**config.mk**
```make
export PLATFORM = sky130hd
export DESIGN_NAME = universal_hex_updown_counter_flat
export DESIGN_NICKNAME = d
export VERILOG_FILES = /design/src/hex_counter_pkg.sv /design/src/hex_counter_if.sv /design/src/universal_hex_updown_counter.sv /design/src/flat_wrapper.sv
export SDC_FILE = /design/constraint.sdc
export NUM_CORES = 1
export LEC_CHECK = 0
export BUFFER_PORTS_ARGS = -buffer_cell sky130_fd_sc_hd__buf_2
export CAP_MARGIN = 20
export CORE_AREA = 3 3 40 42
export CTS_CLUSTER_SIZE = 40
export DETAILED_ROUTE_END_ITERATION = 10
export DIE_AREA = 0 0 43 45
export GPL_ROUTABILITY_DRIVEN = 1
export PLACE_DENSITY_LB_ADDON = 0.12
export SETUP_SLACK_MARGIN = 0.02
export SLEW_MARGIN = 20
export SYNTH_ARGS = -nofsm -noshare
export SYNTH_HDL_FRONTEND = slang
export SYNTH_SLANG_ARGS = --single-unit
```
**constraint.sdc**
```tcl
create_clock -name clk_sys -period 2.1 [get_ports clk_sys]
set_clock_uncertainty 0.15 [all_clocks]
set_input_delay 0.105 -clock clk_sys [delete_from_list [all_inputs] [get_ports clk_sys]]
set_output_delay 0.105 -clock clk_sys [all_outputs]
set_load 0.01 [all_outputs]
```
**src/hex_counter_pkg.sv**
```systemverilog
package hex_counter_pkg;
  // ----------------------------------------
  // Widths and values
  // ----------------------------------------
  localparam int COUNT_WIDTH = 4;
  localparam logic [3:0] COUNT_RESET = 4'h0;
  localparam logic [3:0] COUNT_MAX = 4'hF;
  localparam logic [3:0] COUNT_MIN = 4'h0;
  localparam logic [3:0] COUNT_STEP = 4'h1;

  // ----------------------------------------
  // Modes as {mode_select_hi, mode_select_lo}
  // ----------------------------------------
  typedef enum logic [1:0] {
    MODE_PRESET = 2'h0,
    MODE_UP = 2'h1,
    MODE_DOWN = 2'h2,
    MODE_HOLD = 2'h3
  } mode_type;
endpackage : hex_counter_pkg

```
**src/hex_counter_if.sv**
```systemverilog
`timescale 1ns/100ps
interface hex_counter_if;
  logic modeSelectHi;
  logic modeSelectLo;
  logic [3:0] presetBits;
  logic rippleEnable_n;
  logic [3:0] countBits;
  logic terminalCount_n;

  modport counter (
    input modeSelectHi,
    input modeSelectLo,
    input presetBits,
    input rippleEnable_n,
    output countBits,
    output terminalCount_n
  );
  modport control (
    output modeSelectHi,
    output modeSelectLo,
    output presetBits,
    output rippleEnable_n,
    input countBits,
    input terminalCount_n
  );
endinterface : hex_counter_if

```
**src/universal_hex_updown_counter.sv**
```systemverilog
`timescale 1ns/100ps
module universal_hex_updown_counter (
  // Clock, reset, enable
  input wire logic clk_sys,
  input wire logic rst_b,
  input wire logic clkEn,
  // Link
  hex_counter_if.counter link
);
  // ----------------------------------------
  // Decoding helpers
  // ----------------------------------------
  function automatic hex_counter_pkg::mode_type decodeMode(
    input logic hi,
    input logic lo
  );
    case ({hi, lo})
      2'h0: begin
        decodeMode = hex_counter_pkg::MODE_PRESET;
      end
      2'h1: begin
        decodeMode = hex_counter_pkg::MODE_UP;
      end
      2'h2: begin
        decodeMode = hex_counter_pkg::MODE_DOWN;
      end
      default: begin
        decodeMode = hex_counter_pkg::MODE_HOLD;
      end
    endcase
  endfunction : decodeMode

  function automatic logic isCounting(
    input hex_counter_pkg::mode_type m
  );
    isCounting = 1'b0;
    case (m)
      hex_counter_pkg::MODE_UP: begin
        isCounting = 1'b1;
      end
      hex_counter_pkg::MODE_DOWN: begin
        isCounting = 1'b1;
      end
      default: begin
        isCounting = 1'b0;
      end
    endcase
  endfunction : isCounting

  function automatic logic atEnd(
    input hex_counter_pkg::mode_type m,
    input logic [3:0] value
  );
    atEnd = 1'b0;
    case (m)
      hex_counter_pkg::MODE_UP: begin
        atEnd = (value == hex_counter_pkg::COUNT_MAX);
      end
      hex_counter_pkg::MODE_DOWN: begin
        atEnd = (value == hex_counter_pkg::COUNT_MIN);
      end
      default: begin
        atEnd = 1'b0;
      end
    endcase
  endfunction : atEnd

  // ----------------------------------------
  // Signals
  // ----------------------------------------
  hex_counter_pkg::mode_type mode;
  logic [3:0] count;
  logic [3:0] next_count;

  logic [3:0] stepped;
  logic [3:0] toggle;
  logic [3:0] chain;

  logic enabled;
  logic counting;
  logic countingDown;
  logic advance;
  logic terminalNow;

  logic presetBit0;
  logic presetBit1;
  logic presetBit2;
  logic presetBit3;

  logic countBit0;
  logic countBit1;
  logic countBit2;
  logic countBit3;

  // ----------------------------------------
  // Named pins, bit 0 least significant
  // ----------------------------------------
  assign presetBit0 = link.presetBits[0];
  assign presetBit1 = link.presetBits[1];
  assign presetBit2 = link.presetBits[2];
  assign presetBit3 = link.presetBits[3];

  // ----------------------------------------
  // Mode and enable qualification
  // ----------------------------------------
  assign mode = decodeMode(link.modeSelectHi, link.modeSelectLo);
  // Unknown or floating enable counts as active
  assign enabled = (link.rippleEnable_n !== 1'b1);
  assign counting = isCounting(mode);
  assign countingDown = (mode == hex_counter_pkg::MODE_DOWN);

  always_comb begin
    advance = 1'b0;
    if (counting) begin
      advance = enabled;
    end else begin
      advance = 1'b0;
    end
  end

  // ----------------------------------------
  // Carry and borrow chain
  // ----------------------------------------
  assign chain[0] = 1'b1;

  genvar bitIdx;

  generate
    for (bitIdx = 0; bitIdx < hex_counter_pkg::COUNT_WIDTH;
      bitIdx = bitIdx + 1) begin : g_chain
      // Bit flips when every lower bit sits at its end value
      assign toggle[bitIdx] = advance & chain[bitIdx];
      assign stepped[bitIdx] = count[bitIdx] ^ toggle[bitIdx];
      if (bitIdx < hex_counter_pkg::COUNT_WIDTH - 1) begin : g_link
        assign chain[bitIdx + 1] = chain[bitIdx] & (countingDown ?
          ~count[bitIdx] : count[bitIdx]);
      end
    end
  endgenerate

  // ----------------------------------------
  // Next count
  // ----------------------------------------
  always_comb begin
    next_count = count;
    case (mode)
      hex_counter_pkg::MODE_PRESET: begin
        next_count = {presetBit3, presetBit2, presetBit1, presetBit0};
      end
      hex_counter_pkg::MODE_UP: begin
        next_count = stepped;
      end
      hex_counter_pkg::MODE_DOWN: begin
        next_count = stepped;
      end
      default: begin
        next_count = count;
      end
    endcase
  end

  // ----------------------------------------
  // Count register
  // ----------------------------------------
  always_ff @(posedge clk_sys or negedge rst_b) begin
    if (!rst_b) begin
      count <= hex_counter_pkg::COUNT_RESET;
    end else if (clkEn) begin
      count <= next_count;
    end else begin
      count <= count;
    end
  end

  // ----------------------------------------
  // Terminal count
  // ----------------------------------------
  always_comb begin
    terminalNow = 1'b0;
    case (mode)
      hex_counter_pkg::MODE_PRESET: begin
        terminalNow = 1'b1;
      end
      hex_counter_pkg::MODE_UP: begin
        terminalNow = advance && atEnd(mode, count);
      end
      hex_counter_pkg::MODE_DOWN: begin
        terminalNow = advance && atEnd(mode, count);
      end
      default: begin
        terminalNow = 1'b0;
      end
    endcase
  end

  // ----------------------------------------
  // Outputs
  // ----------------------------------------
  assign countBit0 = count[0];
  assign countBit1 = count[1];
  assign countBit2 = count[2];
  assign countBit3 = count[3];

  assign link.countBits = {countBit3, countBit2, countBit1, countBit0};
  assign link.terminalCount_n = ~terminalNow;
endmodule : universal_hex_updown_counter

```
**src/flat_wrapper.sv**
```systemverilog
// flat-port wrapper written by rule: the top's interface ports become plain ports
module universal_hex_updown_counter_flat 
  (clk_sys, rst_b, clkEn, link_modeSelectHi, link_modeSelectLo, link_presetBits, link_rippleEnable_n, link_countBits, link_terminalCount_n);
  hex_counter_if link_i ();
  input wire logic clk_sys;
  input wire logic rst_b;
  input wire logic clkEn;
  input wire logic [$bits(link_i.modeSelectHi)-1:0] link_modeSelectHi;
  input wire logic [$bits(link_i.modeSelectLo)-1:0] link_modeSelectLo;
  input wire logic [$bits(link_i.presetBits)-1:0] link_presetBits;
  input wire logic [$bits(link_i.rippleEnable_n)-1:0] link_rippleEnable_n;
  output wire logic [$bits(link_i.countBits)-1:0] link_countBits;
  output wire logic [$bits(link_i.terminalCount_n)-1:0] link_terminalCount_n;
  assign link_i.modeSelectHi = link_modeSelectHi;
  assign link_i.modeSelectLo = link_modeSelectLo;
  assign link_i.presetBits = link_presetBits;
  assign link_i.rippleEnable_n = link_rippleEnable_n;
  assign link_countBits = link_i.countBits;
  assign link_terminalCount_n = link_i.terminalCount_n;
  universal_hex_updown_counter u_core (.clk_sys(clk_sys), .rst_b(rst_b), .clkEn(clkEn), .link(link_i));
endmodule
```
==> impl_metrics.py <==
metrics = {
    "logic_synthesis": {
        "syn_avg_cell_area_um2": 9.03,
        "synthCells": 46,
        "yosysWarnings": 0,
        "synth_nets": 59,
        "synth.distinct_cells": 24,
        "async_reset_ff_share_pct": 100,
        "ys_seq_area_share_pct": 24.1,
        "synth_top_cell_area_share_pct": 24.1,
        "synth_top_area_cell": "dfrtp_1",
        "synth-seq-cells": 4,
        "synth-edff-count": 0,
        "synth-main-ff-cell": "dfrtp_1",
        "synth_area_leaders": "dfrtp_1, nor4bb_1, ha_1, a21oi_1, nand2b_1",
        "synthesis.area_um2": 415,
    },
    "clock_tree": {
        "postCtsHoldBufs": 1,
        "cts_resized": 0,
        "cts_tree": "yes",
        "clock_path_buffers": 2,
        "cts-buffers-inserted": 3,
        "htree_levels": 1,
        "cts_setup_buffers": 0,
        "clk_transition_reported_paths_ns": 0.04,
        "cts-root-buf": "clkbuf_4",
        "clkSinkCount": 4,
        "clkLatencyLatePin_ns": 0.24,
    },
    "timing": {
        "period_minus_slack_ns": 1.99,
        "hold_viol_final": 0,
        "rsz0062_at_grt": "no",
        "tns_ns": 0,
        "max_freq_mhz": 502,
        "slew_headroom_pct": 75.0,
        "worst_pin_slew_ns": 0.370,
        "worst_hold_slack_ns": 0.0578,
        "slew_violations": 0,
        "setup_viol": 0,
        "finalCritPeriodShare_pct": 94.9,
    },
    "finish": {
        "utilization_pct": 41.2,
        "antennaDiodeCount": 0,
        "fin_nets": 78,
        "stdcell_area_um2": 529,
        "drive_gt1_share_pct": 30.2,
        "areaGrowthSynthToFinish_pct": 27.4,
        "final_cell_count_no_fill": 78,
        "largest_reg_flops": 4,
        "num-fill-cells": 138,
    },
    "place": {
        "routabilityCongestion": 0.684,
        "placed_area_um2": 497,
        "dp_hpwl_um": 807,
        "numPortBuffers": 14,
        "numPlacedInstances": 74,
    },
    "route": {
        "dr.pass1.iters": 4,
        "detail-route-antenna-nets": 0,
        "routedWlPerCell_um": 13.4,
        "drt-vias-per-instance": 5.41,
        "vias": 422,
        "routed_wl_um": 1040,
        "drt_first_iter_violations": 4,
        "remaining_drc_errors": 0,
    },
    "worst_setup_path": {
        "cp-end-kind": "primary output",
        "cp.required_ns": 1.85,
        "cp.arrival_ns": 1.74,
        "critPathKind": "reg -> out",
        "r2r_cells": 3,
        "cp-start-kind": "flop",
        "crit_path_max_fanout": 9,
    },
    "power_and_ir_drop": {
        "leakage_nw": 0.236,
        "vdd_drop_max_uv": 172,
        "powerDensity_mw_per_mm2": 769,
    },
    "global_route": {
        "grt.overflow.total": 0,
        "grt_max_degree": 13,
        "antenna_found_initial": 0,
        "grt_pass1_wl_um": 1680,
        "grt_pass1_vias": 406,
        "grtUsageTotal_pct": 11.8,
    },
    "die": {
        "fp.dieH_um": 45,
        "dieArea_mm2": 0.00194,
        "io_pins": 15,
        "rows": 13,
        "die_w_um": 43,
        "start_util_pct": 32.3,
        "core_area_mm2": 0.00128,
    },
    "min_path": {
        "hold_class": "in -> async",
    },
    "status": {
        "status": "finished, final reports clean",
    },
    "flow_run": {
        "max_cap_viol_count": 0,
    },
}
layer usage:
layer  routed length, um  track usage [%]
met5                   0                0
met4                   0             9.04
met3                  50             1.20
met2                 526             21.9
met1                 466             12.1
layout by cell type (no fill, tap or decap):
master,n
buf_2,14
nor4bb_1,5
a21oi_1,5
inv_1,4
nand2b_1,4
dfrtp_1,4
ha_1,3
clkbuf_4,3
nand2_1,2
o211ai_1,2
o22a_1,2
nand4b_1,1
or4b_1,1
a221oi_1,1
o21bai_1,1
nor4b_1,1
nor3_1,1
o21ai_0,1
nand3b_1,1
xnor2_1,1
or4_1,1
nand3_1,1
or4b_4,1
a2111o_1,1
dlygate4sd3_1,1
buf_4,1
synth_stat cells, types with 2 or more instances:
library cell / number
o22a_1: 2
dfrtp_1: 4
a21oi_1: 5
ha_1: 3
inv_1: 4
nand2_1: 2
o211ai_1: 2
nand2b_1: 4
nor4bb_1: 5
worst max-delay path: stages (launching register included):
cell,delay [ns]
dfrtp_1,0.46
or4b_1,0.55
a221oi_1,0.28
o21bai_1,0.08
buf_2,0.14
final cells by class:
cell class / instances / area, um^2 / area share (%)
clock buffer: 3 / 22.5 / 4.26
inverter: 4 / 15.0 / 2.84
multi-input combinational: 36 / 285 / 53.9
sequential: 4 / 100 / 18.9
tap: 15 / 18.8 / 3.55
timing repair buffer: 16 / 87.6 / 16.5
stage by stage:
stage	power [W]	setup WS, ns
after floorplan	0.000245	0.311
after global placement	0.000312	0.342
after detailed placement	0.000312	0.321
after CTS	0.000413	0.0825
after global routing	0.000442	0.0209
final	0.000407	0.107
cells by family (layout without fill, tap and decap cells):
group           after synthesis  in the layout  share of synthesized area, %
simple gates                 19             19                          35.8
compound gates               13             13                          21.7
buf+inv                       6             23                          7.23
flops                         4              4                          24.1
fa+ha+maj                     3              3                          9.04
xor+xnor                      1              1                          2.11
power breakdown:
part,internal [W],switching (W),total (W)
Clock,0.0000640,0.0000321,0.0000961
Combinational,0.0000858,0.0000842,0.000170
Sequential,0.000102,0.0000394,0.000141
Total,0.000251,0.000156,0.000407
path summary, 6_finish.rpt:
check / start / end / slack (ns)
setup / recovery: u_core.link.countBits[0]$_DFFE_PN0P_ / link_terminalCount_n / 0.11
hold / removal: rst_b / u_core.link.countBits[1]$_DFFE_PN0P_ / 0.06
setup reg to reg: u_core.link.countBits[0]$_DFFE_PN0P_ / u_core.link.countBits[3]$_DFFE_PN0P_ / 0.33
hold reg to reg: u_core.link.countBits[3]$_DFFE_PN0P_ / u_core.link.countBits[3]$_DFFE_PN0P_ / 0.49
max in group asynchronous: rst_b / u_core.link.countBits[0]$_DFFE_PN0P_ / 1.61
min in group clk_sys: link_presetBits[0] / u_core.link.countBits[0]$_DFFE_PN0P_ / 0.09
(Power assumes the default switching activity.)
